==> src/pkg/dhc_defs.vh <==
/*
 * Constants for the terminal handshake and configuration block:
 * register offsets, field positions, reset values and timing counts.
 * Assumes a 200 MHz mclk; included by the design file and by the bench.
 */
`ifndef DHC_DEFS_VH
`define DHC_DEFS_VH

// ==========================================================
// Register offsets (byte addresses, one word each)
`define DHC_ADDR_CFG    8'h00
`define DHC_ADDR_CTL    8'h04
`define DHC_ADDR_STAT   8'h08

// ==========================================================
// Line rate codes (software encoding)
`define DHC_LR_2400     3'h0
`define DHC_LR_4800     3'h1
`define DHC_LR_9600     3'h2
`define DHC_LR_19200    3'h3
`define DHC_LR_56K      3'h4
`define DHC_LR_64K      3'h5

// ==========================================================
// Terminal rate codes (rate converter)
`define DHC_TR_2400     3'h0
`define DHC_TR_4800     3'h1
`define DHC_TR_9600     3'h2
`define DHC_TR_19200    3'h3
`define DHC_TR_38400    3'h4
`define DHC_TR_LINE     3'h7

// ==========================================================
// Config register fields
`define DHC_F_LR_LO     0
`define DHC_F_CA        3
`define DHC_F_FRTS      4
`define DHC_F_CLEN      5
`define DHC_F_ASYNC     6
`define DHC_F_TR_LO     7
`define DHC_F_LOOPCTL   10
`define DHC_F_GUARD     11
`define DHC_F_EXTDLY    12
`define DHC_CFG_RESET   13'h0394

// ==========================================================
// Timing: 200 MHz, 1 ms = 200000 cycles, 1 s = 200000000 cycles
`define DHC_CLK_MHZ     200
`define DHC_US_CYCLES   200
`define DHC_US_PER_S    1000000
`define DHC_GUARD_S_56  2
`define DHC_GUARD_S_192 4
`define DHC_GUARD_S_96  8
`define DHC_GUARD_S_48  15
`define DHC_GUARD_S_24  30
`define DHC_GUARD_S_MAX 30
// Turn-on delays in microseconds (normal / extended)
`define DHC_DLY_N_56    300
`define DHC_DLY_N_192   900
`define DHC_DLY_N_96    1900
`define DHC_DLY_N_48    3800
`define DHC_DLY_N_24    7500
`define DHC_DLY_E_56    1300
`define DHC_DLY_E_192   3800
`define DHC_DLY_E_96    7500
`define DHC_DLY_E_48    15000
`define DHC_DLY_E_24    30000

`endif

==> src/logic/dhc_ctrl.v <==
/*
 * Terminal handshake and configuration control: rate selection, loop
 * requests, anti-stream guard, send-to-clear delay, circuit assurance.
 * Assumes switches and terminal pins are asynchronous; registers are
 * reached over a simple strobe port on mclk.
 * The management menu and its serial port sit outside; a register write
 * stands for one stored menu choice. Timer lengths scale with two
 * parameters so that a test can run the guard and delay timers short.
 */
// The address-and-strobe port and the address map were left to the implementer.
`timescale 1ns/1ps
`include "dhc_defs.vh"

module dhc_ctrl #(
  parameter US_CYCLES = `DHC_US_CYCLES,
  parameter S_US = `DHC_US_PER_S
) (
  // Clock and reset
  input wire mclk,
  input wire rstn,
  // Register port
  input wire [7:0] reg_addr,
  input wire [31:0] reg_wdata,
  input wire reg_wr,
  input wire reg_rd,
  output reg [31:0] reg_rdata,
  // Line rate and set 1 switches (high = On)
  input wire [2:0] line_rate_switch,
  input wire assurance_switch,
  input wire force_rts_switch,
  input wire char_len_switch,
  input wire data_format_switch,
  // Set 2 switches (high = On)
  input wire rate_select_bit0,
  input wire rate_select_bit1,
  input wire rate_select_bit2,
  input wire terminal_loop_ctl_switch,
  input wire stream_guard_switch,
  input wire turn_on_delay_switch,
  // Terminal handshake pins
  input wire send_request,
  input wire local_loop_request,
  input wire remote_loop_request,
  output reg clear_to_send,
  // Receiver state
  input wire rx_no_signal,
  input wire carrier_detect,
  // Resulting controls
  output reg tx_enable,
  output reg local_loop_active,
  output reg remote_loop_active,
  output reg [2:0] line_rate,
  output reg [2:0] terminal_rate,
  output reg async_convert,
  output reg char_len_11,
  output reg line_sync
);

  // ==========================================================
  // Input synchronisers: two flops before any logic
  // Every switch and pin is a slow level from outside the mclk domain,
  // so one shared two-stage chain is enough; the bit order below must
  // match the slices taken from the second stage further down.
  localparam NSYNC = 18;
  wire [NSYNC-1:0] raw_in;
  reg [NSYNC-1:0] sync1_reg;
  reg [NSYNC-1:0] sync2_reg;
  assign raw_in = {
    line_rate_switch,
    assurance_switch,
    force_rts_switch,
    char_len_switch,
    data_format_switch,
    rate_select_bit2,
    rate_select_bit1,
    rate_select_bit0,
    terminal_loop_ctl_switch,
    stream_guard_switch,
    turn_on_delay_switch,
    send_request,
    local_loop_request,
    remote_loop_request,
    rx_no_signal,
    carrier_detect
  };

  // Synchronously resampled switches and pins
  always @(posedge mclk) begin
    if (!rstn) begin
      sync1_reg <= {NSYNC{1'b0}};
      sync2_reg <= {NSYNC{1'b0}};
    end else begin
      sync1_reg <= raw_in;
      sync2_reg <= sync1_reg;
    end
  end

  wire [2:0] s_lr = sync2_reg[17:15];
  wire s_ca = sync2_reg[14];
  wire s_frts = sync2_reg[13];
  wire s_clen = sync2_reg[12];
  wire s_fmt = sync2_reg[11];
  wire [2:0] s_rsel = sync2_reg[10:8];
  wire s_loopctl = sync2_reg[7];
  wire s_guard = sync2_reg[6];
  wire s_dly = sync2_reg[5];
  wire s_rts = sync2_reg[4];
  wire s_ll = sync2_reg[3];
  wire s_rl = sync2_reg[2];
  wire s_nosig = sync2_reg[1];
  wire s_cd = sync2_reg[0];

  // ==========================================================
  // Software registers
  reg [12:0] sw_cfg_reg;
  reg sw_ctl_reg;

  // Register writes; unmapped offsets are ignored
  // Settings change only on a write, so a menu left without a choice
  // leaves everything as it was
  always @(posedge mclk) begin
    if (!rstn) begin
      sw_cfg_reg <= `DHC_CFG_RESET;
      sw_ctl_reg <= 1'b0;
    end else if (reg_wr) begin
      if (reg_addr == `DHC_ADDR_CFG) // Only the addressed word
        sw_cfg_reg <= reg_wdata[12:0];
      if (reg_addr == `DHC_ADDR_CTL)
        sw_ctl_reg <= reg_wdata[0];
    end
  end

  // ==========================================================
  // Decode hardware switches into software encoding
  reg [2:0] hw_lr;
  reg [2:0] hw_tr;
  reg hw_valid;

  // Line rate switch table; all-Off keeps hardware pointer
  // The all-Off and unused codes also clear hw_valid, which pins the
  // configuration to the switches whatever software asked for
  always @* begin
    hw_valid = 1'b1;
    case (s_lr)
      3'h7: hw_lr = `DHC_LR_2400;
      3'h6: hw_lr = `DHC_LR_4800;
      3'h5: hw_lr = `DHC_LR_9600;
      3'h4: hw_lr = `DHC_LR_19200;
      3'h3: hw_lr = `DHC_LR_56K;
      3'h2: hw_lr = `DHC_LR_64K;
      default: begin
        hw_lr = `DHC_LR_56K;
        hw_valid = 1'b0;
      end
    endcase
  end

  // Rate converter switches, bit order {bit2,bit1,bit0}
  // All-Off and the unused codes mean no conversion; the terminal then
  // runs at the line rate
  always @* begin
    case (s_rsel)
      3'h7: hw_tr = `DHC_TR_2400;
      3'h6: hw_tr = `DHC_TR_4800;
      3'h5: hw_tr = `DHC_TR_9600;
      3'h4: hw_tr = `DHC_TR_19200;
      3'h3: hw_tr = `DHC_TR_38400;
      default: hw_tr = `DHC_TR_LINE;
    endcase
  end

  // ==========================================================
  // Active configuration selection
  // One pointer picks every field, so a setting never mixes sources;
  // switch polarities are folded in here, not in the logic below
  wire use_sw = sw_ctl_reg & hw_valid; // Hardware unless software chosen
  wire [2:0] a_lr = use_sw ? sw_cfg_reg[2:0] : hw_lr;
  wire a_ca = use_sw ? sw_cfg_reg[`DHC_F_CA] : s_ca;
  wire a_frts = use_sw ? sw_cfg_reg[`DHC_F_FRTS] : ~s_frts; // Off = forced
  wire a_clen = use_sw ? sw_cfg_reg[`DHC_F_CLEN] : s_clen;
  wire a_async = use_sw ? sw_cfg_reg[`DHC_F_ASYNC] : s_fmt;
  wire [2:0] a_tr = use_sw ? sw_cfg_reg[9:7] : hw_tr;
  wire a_loopctl = use_sw ? sw_cfg_reg[`DHC_F_LOOPCTL] : s_loopctl;
  wire a_guard = use_sw ? sw_cfg_reg[`DHC_F_GUARD] : ~s_guard; // On disables
  wire a_ext = use_sw ? sw_cfg_reg[`DHC_F_EXTDLY] : s_dly;
  wire fast_line = (a_lr == `DHC_LR_56K) || (a_lr == `DHC_LR_64K);

  // ==========================================================
  // Timebase: one pulse per microsecond
  // Zero-based count, so US_CYCLES of 1 ticks on every edge;
  // US_CYCLES above 256 would not fit the 8-bit prescaler
  reg [7:0] us_cnt_reg;
  wire [31:0] us_last = US_CYCLES - 1;
  wire us_tick = (us_cnt_reg == us_last[7:0]);
  always @(posedge mclk) begin
    if (!rstn)
      us_cnt_reg <= 8'h00;
    else
      us_cnt_reg <= us_tick ? 8'h00 : us_cnt_reg + 8'h01;
  end

  // Guard and delay limits in microseconds per line rate
  // Worked out at 32 bits and cut to the counter widths on purpose:
  // with a full second the longest guard needs 25 bits and the longest
  // delay 15 bits. Rates without an entry of their own (64k) use the
  // 56k figures.
  reg [31:0] guard_lim32;
  reg [31:0] dly_lim32;
  wire [25:0] guard_lim = guard_lim32[25:0];
  wire [14:0] dly_lim = dly_lim32[14:0];
  always @* begin
    case (a_lr)
      `DHC_LR_2400: begin
        guard_lim32 = `DHC_GUARD_S_24 * S_US;
        dly_lim32 = a_ext ? `DHC_DLY_E_24 : `DHC_DLY_N_24;
      end
      `DHC_LR_4800: begin
        guard_lim32 = `DHC_GUARD_S_48 * S_US;
        dly_lim32 = a_ext ? `DHC_DLY_E_48 : `DHC_DLY_N_48;
      end
      `DHC_LR_9600: begin
        guard_lim32 = `DHC_GUARD_S_96 * S_US;
        dly_lim32 = a_ext ? `DHC_DLY_E_96 : `DHC_DLY_N_96;
      end
      `DHC_LR_19200: begin
        guard_lim32 = `DHC_GUARD_S_192 * S_US;
        dly_lim32 = a_ext ? `DHC_DLY_E_192 : `DHC_DLY_N_192;
      end
      default: begin
        guard_lim32 = `DHC_GUARD_S_56 * S_US;
        dly_lim32 = a_ext ? `DHC_DLY_E_56 : `DHC_DLY_N_56;
      end
    endcase
  end

  // ==========================================================
  // Anti-stream guard
  // Counts whole microseconds while the terminal holds its request;
  // once forced off it stops counting and waits for the request to drop
  reg [25:0] guard_cnt_reg;
  reg guard_off_reg;
  always @(posedge mclk) begin
    if (!rstn) begin
      guard_cnt_reg <= 26'h0;
      guard_off_reg <= 1'b0;
    end else if (!s_rts) begin
      guard_cnt_reg <= 26'h0; // Release only when terminal drops request
      guard_off_reg <= 1'b0;
    end else if (a_guard && !guard_off_reg && us_tick) begin
      if (guard_cnt_reg >= guard_lim - 26'h1)
        guard_off_reg <= 1'b1; // Forced off after interval
      else
        guard_cnt_reg <= guard_cnt_reg + 26'h1;
    end
  end

  // Effective send request; 64k always forced
  // The guard only cuts a request that the terminal drives; a forced
  // request is never timed out
  wire forced = a_frts || (a_lr == `DHC_LR_64K);
  wire rts_eff = forced || (s_rts && !guard_off_reg);
  // Circuit up check, bypassed without assurance
  wire circuit_ok = !a_ca || (!s_nosig && s_cd);

  // ==========================================================
  // Turn-on delay counter
  // Restarts from zero whenever the effective request drops, so every
  // turn-on waits the full delay for the rate in force at that time
  reg [14:0] dly_cnt_reg;
  reg dly_done_reg;
  always @(posedge mclk) begin
    if (!rstn) begin
      dly_cnt_reg <= 15'h0;
      dly_done_reg <= 1'b0;
    end else if (!rts_eff) begin
      dly_cnt_reg <= 15'h0;
      dly_done_reg <= 1'b0;
    end else if (!dly_done_reg && us_tick) begin
      if (dly_cnt_reg >= dly_lim - 15'h1)
        dly_done_reg <= 1'b1; // Clear after delay
      else
        dly_cnt_reg <= dly_cnt_reg + 15'h1;
    end
  end

  // ==========================================================
  // Registered outputs
  // Every output is a flop, so the pins see no glitch from the decode;
  // the cost is one cycle on top of the synchroniser
  always @(posedge mclk) begin
    if (!rstn) begin
      clear_to_send <= 1'b0;
      tx_enable <= 1'b0;
      local_loop_active <= 1'b0;
      remote_loop_active <= 1'b0;
      line_rate <= `DHC_LR_56K;
      terminal_rate <= `DHC_TR_LINE;
      async_convert <= 1'b0;
      char_len_11 <= 1'b0;
      line_sync <= 1'b1;
    end else begin
      clear_to_send <= rts_eff && dly_done_reg && circuit_ok;
      tx_enable <= rts_eff && circuit_ok;
      local_loop_active <= a_loopctl && s_ll;
      remote_loop_active <= a_loopctl && s_rl;
      line_rate <= a_lr;
      // Slower terminal only on fast lines
      // Unused software codes fall back to no conversion
      terminal_rate <= (fast_line && a_tr <= `DHC_TR_38400) ? a_tr : `DHC_TR_LINE;
      async_convert <= a_async;
      char_len_11 <= a_async && a_clen;
      line_sync <= 1'b1; // Line framing never async
    end
  end

  // ==========================================================
  // Register reads, data valid the cycle after the strobe
  // Zero outside the read cycle, so a stale word is never mistaken for
  // an answer
  always @(posedge mclk) begin
    if (!rstn)
      reg_rdata <= 32'h0;
    else if (reg_rd) begin
      case (reg_addr)
        `DHC_ADDR_CFG: reg_rdata <= {19'h0, sw_cfg_reg};
        `DHC_ADDR_CTL: reg_rdata <= {31'h0, sw_ctl_reg};
        `DHC_ADDR_STAT: reg_rdata <= {24'h0, use_sw, guard_off_reg, clear_to_send, tx_enable,
                                      local_loop_active, line_rate};
        default: reg_rdata <= 32'h0;
      endcase
    end else
      reg_rdata <= 32'h0;
  end

endmodule

==> config.mk <==
export PLATFORM = sky130hd
export DESIGN_NAME = dhc_ctrl
export DESIGN_NICKNAME = d
export VERILOG_FILES = /design/src/logic/dhc_ctrl.v
export VERILOG_INCLUDE_DIRS = /design/src /design/src/pkg
export SDC_FILE = /design/constraint.sdc
export NUM_CORES = 1
export LEC_CHECK = 0
export ABC_AREA = 1
export BUFFER_PORTS_ARGS = -buffer_cell sky130_fd_sc_hd__buf_4
export CAP_MARGIN = 30
export CORE_ASPECT_RATIO = 0.7
export CORE_UTILIZATION = 62
export CTS_BUF_LIST = sky130_fd_sc_hd__clkbuf_16
export DETAILED_ROUTE_END_ITERATION = 7
export GPL_TIMING_DRIVEN = 0
export PLACE_DENSITY = 0.86
export SETUP_SLACK_MARGIN = 0.05
export SYNTH_ARGS = -nofsm -noshare
export SYNTH_HDL_FRONTEND = slang
export SYNTH_SLANG_ARGS = --single-unit
export TNS_END_PERCENT = 5
==> constraint.sdc <==
create_clock -name mclk -period 6 [get_ports mclk]
set_clock_uncertainty 0.2 [all_clocks]
set_input_delay 0.3 -clock mclk [delete_from_list [all_inputs] [get_ports mclk]]
set_output_delay 0.3 -clock mclk [all_outputs]
set_load 0.02 [all_outputs]
==> flow_summary_export.csv, run 1 <==
group,metric,value,unit
outcome,status,"complete, no violations",
route,vias_per_cell,5.427,
route,detail_route.iter0.violations,679,
synthesis,synth_top_area_share,36.68,%
floorplan,io_pins,107,
synthesis,synth.top_cells.by_area,"dfxtp_1 (37%), nand2_1 (15%), inv_1 (7.3%)",
sta,holdWs,0.01611,ns
synthesis,synthFlopType,"dfxtp_1",
synthesis,synth_area,0.006877,mm2
cts,cts_resized,0,
sta,finalSetupViolCount,0,
power,fin_total_pwr,2116,uW
final_layout,syn2layout_area_growth,24.00,%
route,first_pass_iters,6,
power,leakage,0.003836,uW
sta,finalCritPeriodShare,63.47,%
synthesis,async_flop_share,0,%
sta,fin_ws,2.192,ns
sta,slew_violations,0,
setup_path,start_kind,"flop",
placement,gp_congestion,0.9400,
sta,hold_viol_final,0,
global_route,grt_remaining_overflow,0,
power,ir_worst_vdd,0.2911,mV
floorplan,die_height,90.12,um
floorplan,core,0.01055,mm2
cts,cts_max_path_buffers,2,
global_route,grt_pass1_vias,6548,
flow_run,drv_cap,0,
cts,cts.sinks,126,
placement,dpl_worst_slack,2.330,ns
route,routedWlPerCell,15.40,um
floorplan,rows,31,
cts,cts_buffers,17,
setup_path,arrival,3.96,ns
synthesis,synth_top_area_cell,"dfxtp_1",
route,wl,19600,um
global_route,grt_first_pass_wirelength,32600,um
final_layout,nets,1212,
final_layout,largest_reg_flops,26,
route,ant_nets,0,
placement,dpl.hpwl,12220,um
cts,clkTransAtPathRegs,0.06,ns
floorplan,die_x,127.9,um
setup_path,worst-path-max-fanout,10,
route,vias,6909,
synthesis,synth_edf_count,0,
worst_hold_path,hold_class,"in -> reg",
synthesis,avgSynthCellArea,7.017,um2
power,power_density,248.1,mW/mm2
route,drc_errors,0,
sta,tightest_slew,0.5385,ns
cts,ctsRootBufferMaster,"clkbuf_16",
setup_path,criticalPathCategory,"reg -> reg",
placement,io_buffers,66,
final_layout,layout-drive-gt1-share,15.02,%
sta,setup_tns,0,ns
synthesis,yosysUniqueCellTypes,38,
synthesis,syn-instance-count,980,
sta,max_freq,262.6,MHz
synthesis,synth_seq_area_share,36.68,%
setup_path,critPathCaptureType,"flop",
worst_hold_path,min_path_cells,3,
global_route,grt.total_usage,36.24,%
final_layout,insertedDiodeCount,0,
cts,cts_tree,"done",
global_route,antenna_found_initial,0,
synthesis,yosys_warnings,0,
floorplan,dieArea,0.01152,mm2
setup_path,cp.required,6.16,ns
cts,htree_levels,4,
floorplan,initial_utilization,65.18,%
cts,clkLatencyLatePin,0.43,ns
sta,slew-limit-headroom,64.10,%
sta,period_needed,3.808,ns
setup_path,r2r_cells,24,
synthesis,ys_ff_latch,126,
sta,rsz0062_at_grt,"false",
global_route,grt_max_degree,17,
## worst max-delay path, cell delays in order (launching register included)
cell,delay (ns)
dfxtp_1,0.35
inv_2,0.06
nand2_2,0.08
nand2_2,0.11
buf_4,0.21
o21ai_4,0.31
inv_2,0.11
a21oi_1,0.19
o211ai_1,0.11
inv_1,0.07
ha_1,0.17
nand3_1,0.10
o21ai_1,0.13
nand2_1,0.06
ha_1,0.30
nand2_1,0.10
inv_1,0.04
a21oi_1,0.13
nand2_1,0.08
nand2_1,0.09
nand3_1,0.16
nor2_4,0.21
buf_6,0.17
nand2_1,0.08
a21oi_2,0.13
## metal layers
layer / wire, um / part of all wire [%] / GRT usage (%) / vias up
met5: 0 / 0 / 0 / -
met4: 434 / 2.2 / 14.12 / 0
met3: 1776 / 9.1 / 8.512 / 47
met2: 9034 / 46 / 58.11 / 384
met1: 8357 / 43 / 47.07 / 3129
li1: - / - / - / 3349
## worst paths after layout
path | start | end | slack [ns]
setup / recovery | sync2_reg[16] | dly_cnt_reg[7] | 2.19
hold / removal | reg_wdata[6] | sw_cfg_reg[6] | 0.02
hold reg to reg | sync2_reg[2] | remote_loop_active | 0.23
setup reg to reg | sync2_reg[16] | dly_cnt_reg[7] | 2.19
## power breakdown
group / internal, uW / switching, uW
clock: 694 / 418
combinational: 62.7 / 82.0
sequential: 852 / 7.04
total: 1610 / 507
## stage by stage
step | area, um2 | utilization [%] | instances
floorplan | 6948 | - | 999
global placement | 7629 | 72.31 | 1213
detailed placement | 7629 | 72.31 | 1213
CTS | 8527 | 80.82 | 1273
global route | 8527 | 80.82 | 1273
finish | 8527 | 80.82 | 1273
## repair_timing
item | 4_1_cts | 5_1_grt
buffers inserted | 0 | 0
endpoints found under the hold margin | 29 | 0
endpoints found under the setup margin | 0 | 0
hold buffers | 28 | 0
## logic make-up (layout without fill, tap and decap cells)
logic type / Yosys count / count (layout) / synth area share [%]
other: 2 / 21 / 0.1092
DFF: 126 / 126 / 36.68
AOI/OAI and AO/OA: 127 / 127 / 11.08
and+or+nand+nor: 476 / 476 / 29.84
adders and majority gates: 38 / 38 / 6.914
xor gates and xnor gates: 27 / 27 / 3.439
buffers and inverters: 184 / 310 / 11.94
## final cells by class
class                   instances  area, um2
inverters                     140      530.5
well taps                     148      185.2
multi-input cells             689       3605
flip-flops and latches        126       2522
repair buffers                 94      775.7
clock buffers                  17      425.4
fillers                       677       2023
clock inverters                15      192.7
plain buffers                  44      290.3
## synth_stat cells, types with 14 or more instances
master   number
a21oi_1      64
xnor2_1      14
nor2_1       92
o21ai_0      23
nand2_1     272
inv_1       133
buf_4        22
ha_1         38
nand4_1      27
nand3_1      39
dfxtp_1     126
## cells in the final DEF (no fill, tap or decap), types with 5 or more instances in the layout
cell	instances
nand2_1	272
inv_1	135
dfxtp_1	126
nor2_1	92
buf_4	88
a21oi_1	64
nand3_1	39
ha_1	38
dlygate4sd3_1	28
nand4_1	27
o21ai_0	23
conb_1	21
clkbuf_16	17
xnor2_1	14
clkbuf_1	13
nor3_1	13
xor2_1	13
nand2_2	9
o211ai_1	9
o22ai_1	9
a21oi_2	9
nor2_2	8
nand3b_1	8
inv_2	5
buf_6	5
nor2_4	5
Note: power is estimated with default switching activity, not from simulation.
==> run 2, diff against run 1 <==
--- a/config.mk
+++ b/config.mk
@@ -6,15 +6,15 @@
 export SDC_FILE = /design/constraint.sdc
 export NUM_CORES = 1
 export LEC_CHECK = 0
-export ABC_AREA = 1
+export ABC_AREA = 0
 export BUFFER_PORTS_ARGS = -buffer_cell sky130_fd_sc_hd__buf_4
 export CAP_MARGIN = 30
 export CORE_ASPECT_RATIO = 0.7
-export CORE_UTILIZATION = 62
+export CORE_UTILIZATION = 56
 export CTS_BUF_LIST = sky130_fd_sc_hd__clkbuf_16
 export DETAILED_ROUTE_END_ITERATION = 7
 export GPL_TIMING_DRIVEN = 0
-export PLACE_DENSITY = 0.86
+export PLACE_DENSITY = 0.8
 export SETUP_SLACK_MARGIN = 0.05
 export SYNTH_ARGS = -nofsm -noshare
 export SYNTH_HDL_FRONTEND = slang
==> constraint.sdc (replaced) <==
create_clock -name mclk -period 3.8 [get_ports mclk]
set_clock_uncertainty 0.2 [all_clocks]
set_input_delay 0.19 -clock mclk [delete_from_list [all_inputs] [get_ports mclk]]
set_output_delay 0.19 -clock mclk [all_outputs]
set_load 0.02 [all_outputs]
==> flow_summary_export.csv, run 2 <==
group,metric,value,unit
outcome,status,"finished with violations",
outcome,failed_checks,"design-rule violations, negative setup slack",
synthesis,synth_edf_count,0,
sta,finalSetupViolCount,32,
power,power_density,390.8,mW/mm2
final_layout,syn2layout_area_growth,40.99,%
power,switching_power,869.0,uW
synthesis,yosysUniqueCellTypes,60,
floorplan,io_pins,107,
route,ant_nets,0,
sta,max_freq,241.9,MHz
cts,clkLatencyLatePin,0.42,ns
synthesis,synth_top_area_cell,"dfxtp_1",
floorplan,dieArea,0.01128,mm2
power,leakage,0.003481,uW
setup_path,worst-path-max-fanout,8,
placement,dpl_worst_slack,-0.7084,ns
setup_path,crit_family,"compound AO/OA/AOI/OAI gates",
synthesis,syn-instance-count,699,
route,wl,21430,um
setup_path,crit_path_frequent_cell,"a21oi_1",
setup_path,r2r-start,"sw_ctl_reg",
global_route,grt_pass1_vias,5935,
setup_path,cpPeakStageDelay,0.56,ns
sta,slew-limit-headroom,48.85,%
synthesis,ys_ff_latch,126,
global_route,grt_max_degree,17,
setup_path,timing.critical_path.buf_inv,2,
placement,gp_congestion,0.8996,
final_layout,stdcell_count,1027,
global_route,grtUsageMet3,8.259,%
route,drc_errors,2,
route,first_pass_iters,8,
sta,tightest_slew,0.7638,ns
cts,clkTransAtPathRegs,0.06,ns
setup_path,cp_slowest_cell,"a2111o_1",
synthesis,yosysMostFrequentCell,"dfxtp_1",
setup_path,r2r_cells,15,
cts,cts_tree,"done",
synthesis,yosys-top-cells-count,"dfxtp_1 (126), nand2_1 (83), a21oi_1 (56)",
global_route,grt_remaining_overflow,0,
route,detail_route.iter0.violations,746,
power,switching_share,25.95,%
synthesis,synth_area,0.006077,mm2
floorplan,die_x,126.5,um
cts,cts_max_path_buffers,2,
synthesis,synthFlopType,"dfxtp_1",
sta,rsz0062_at_grt,"true",
power,p_seq_share,40.6,%
final_layout,final_common_cell,"dfxtp_1",
final_layout,largest_reg_flops,26,
floorplan,rows,31,
global_route,grtUsageMet1,42.06,%
worst_hold_path,whs_endpoint,"reg_rdata[8]",
setup_path,arrival,4.28,ns
setup_path,ff2ff_setup_slack,-0.33,ns
sta,slew_violations,0,
worst_hold_path,hp-start,"reg_rd",
cts,cts_buffers,17,
placement,io_buffers,67,
final_layout,mostFrequentLayoutCells,"dfxtp_1 (123), buf_4 (122), nand2_1 (77), and2_1 (51), a21oi_1 (46)",
setup_path,timing.critical_path.from,"sw_ctl_reg",
placement,placed_cells,917,
floorplan,die_height,89.16,um
placement,dpl.hpwl,11280,um
power,combPwrFrac,8.2,%
cts,ctsRootBufferMaster,"clkbuf_16",
cts,htree_levels,4,
sta,holdWs,0.06537,ns
power,p_clk_share,51.3,%
power,ir_worst_vdd,0.3869,mV
sta,period_needed,4.134,ns
cts,cts.sinks,126,
final_layout,insertedDiodeCount,0,
synthesis,yosys_warnings,0,
setup_path,start_kind,"flop",
setup_path,reg2reg_to,"dly_cnt_reg[13]",
power,power.internal,2480,uW
floorplan,core,0.01043,mm2
route,vias_per_cell,6.370,
sta,finalCritPeriodShare,108.8,%
worst_hold_path,hold_class,"in -> reg",
final_layout,nets,982,
global_route,use_met2,59.77,%
route,routedWlPerCell,20.87,um
setup_path,critPathCaptureType,"flop",
global_route,grt.total_usage,34.92,%
synthesis,synth.top_cells.by_area,"dfxtp_1 (42%), ha_1 (7.8%), and2_1 (5.5%)",
setup_path,worstPathCellList,"buf_6 -> a21oi_1 -> a21o_2 -> buf_4 -> nor2_4 -> o21ai_0 -> o21ai_1 -> xor2_2 -> ha_1 -> a21o_1 -> nand3_1 -> o211ai_1 -> a2111o_1 -> or3_1 -> a21oi_1",
worst_hold_path,min_path_cells,3,
sta,setup_tns,-5.837,ns
final_layout,layout-drive-gt1-share,26.59,%
route,vias,6542,
synthesis,async_flop_share,0,%
synthesis,synth_seq_area_share,41.51,%
synthesis,synth_top_area_share,41.51,%
global_route,grt_first_pass_wirelength,29870,um
setup_path,criticalPathCategory,"reg -> reg",
flow_run,drv_cap,0,
sta,hold_viol_final,0,
global_route,grt.busiest_layer,"met2",
floorplan,initial_utilization,58.24,%
setup_path,cp.required,3.94,ns
sta,fin_ws,-0.3336,ns
synthesis,avgSynthCellArea,8.694,um2
global_route,antenna_found_initial,0,
[run 2: worst register-to-register path: stages (launching register included)]
cell	delay (ns)
dfxtp_2	0.35
buf_6	0.15
a21oi_1	0.16
a21o_2	0.22
buf_4	0.22
nor2_4	0.08
o21ai_0	0.36
o21ai_1	0.23
xor2_2	0.20
ha_1	0.31
a21o_1	0.17
nand3_1	0.08
o211ai_1	0.21
a2111o_1	0.57
or3_1	0.40
a21oi_1	0.14
[run 2: cells by family (layout without fill, tap and decap cells)]
| kind of cell | after synthesis | in the layout | synth area share [%] |
|---|---|---|---|
| and+or+nand+nor | 293 | 293 | 25.61 |
| buffers and inverters | 60 | 236 | 5.353 |
| DFF | 126 | 126 | 41.51 |
| xor gates and xnor gates | 11 | 11 | 1.585 |
| other | 2 | 21 | 0.1236 |
| muxes | 6 | 6 | 1.050 |
| adders and majority gates | 38 | 38 | 7.824 |
| AOI/OAI and AO/OA | 163 | 164 | 16.94 |
[run 2: metal layers]
layer / wire length (um) / part of all wire (%) / vias to the layer above
met4: 1210 / 5.6 / 0
met1: 7946 / 37 / 3055
met5: 0 / 0 / -
li1: - / - / 2825
met3: 2190 / 10 / 150
met2: 10090 / 47 / 512
[run 2: worst max-delay path by stage]
stage | to | cells past startpoint
finish | dly_cnt_reg[13] | 15
global route | guard_cnt_reg[24] | 16
CTS | dly_cnt_reg[7] | 18
detailed placement | dly_cnt_reg[5] | 19
global placement | dly_cnt_reg[5] | 19
floorplan | dly_cnt_reg[5] | 17
[run 2: through the flow]
step                total power [uW]  instance area, um2  util, %
floorplan                       1492                6152        -
global placement                1554                6820    65.37
detailed placement              1561                6820    65.37
CTS                             3294                8182    78.41
global route                    3421                8568    82.12
finish                          3349                8568    82.12
[run 2: cell type report]
cell class,instances,area (um2)
Timing Repair Buffer,145,1190
Sequential cell,126,2531
Fill cell,526,1866
Tap cell,132,165.2
Multi-Input combinational cell,533,3685
Buffer,44,314.1
Clock inverter,15,196.4
Inverter,15,61.31
Clock buffer,17,425.4
[run 2: power groups by stage]
stage / logic, uW / clock network [uW] / registers [uW]
detailed placement: 177 / 0 / 1380
floorplan: 108 / 0 / 1380
global route: 288 / 1770 / 1360
finish: 273 / 1720 / 1360
global placement: 171 / 0 / 1380
CTS: 231 / 1710 / 1360
[run 2: what timing repair did]
item,4_1_cts,5_1_grt
pin swaps,14,50
hold endpoints to repair,33,0
setup endpoints to repair,42,41
setup buffers,22,13
cloned,3,1
resized for setup,47,67
hold buffers,38,0
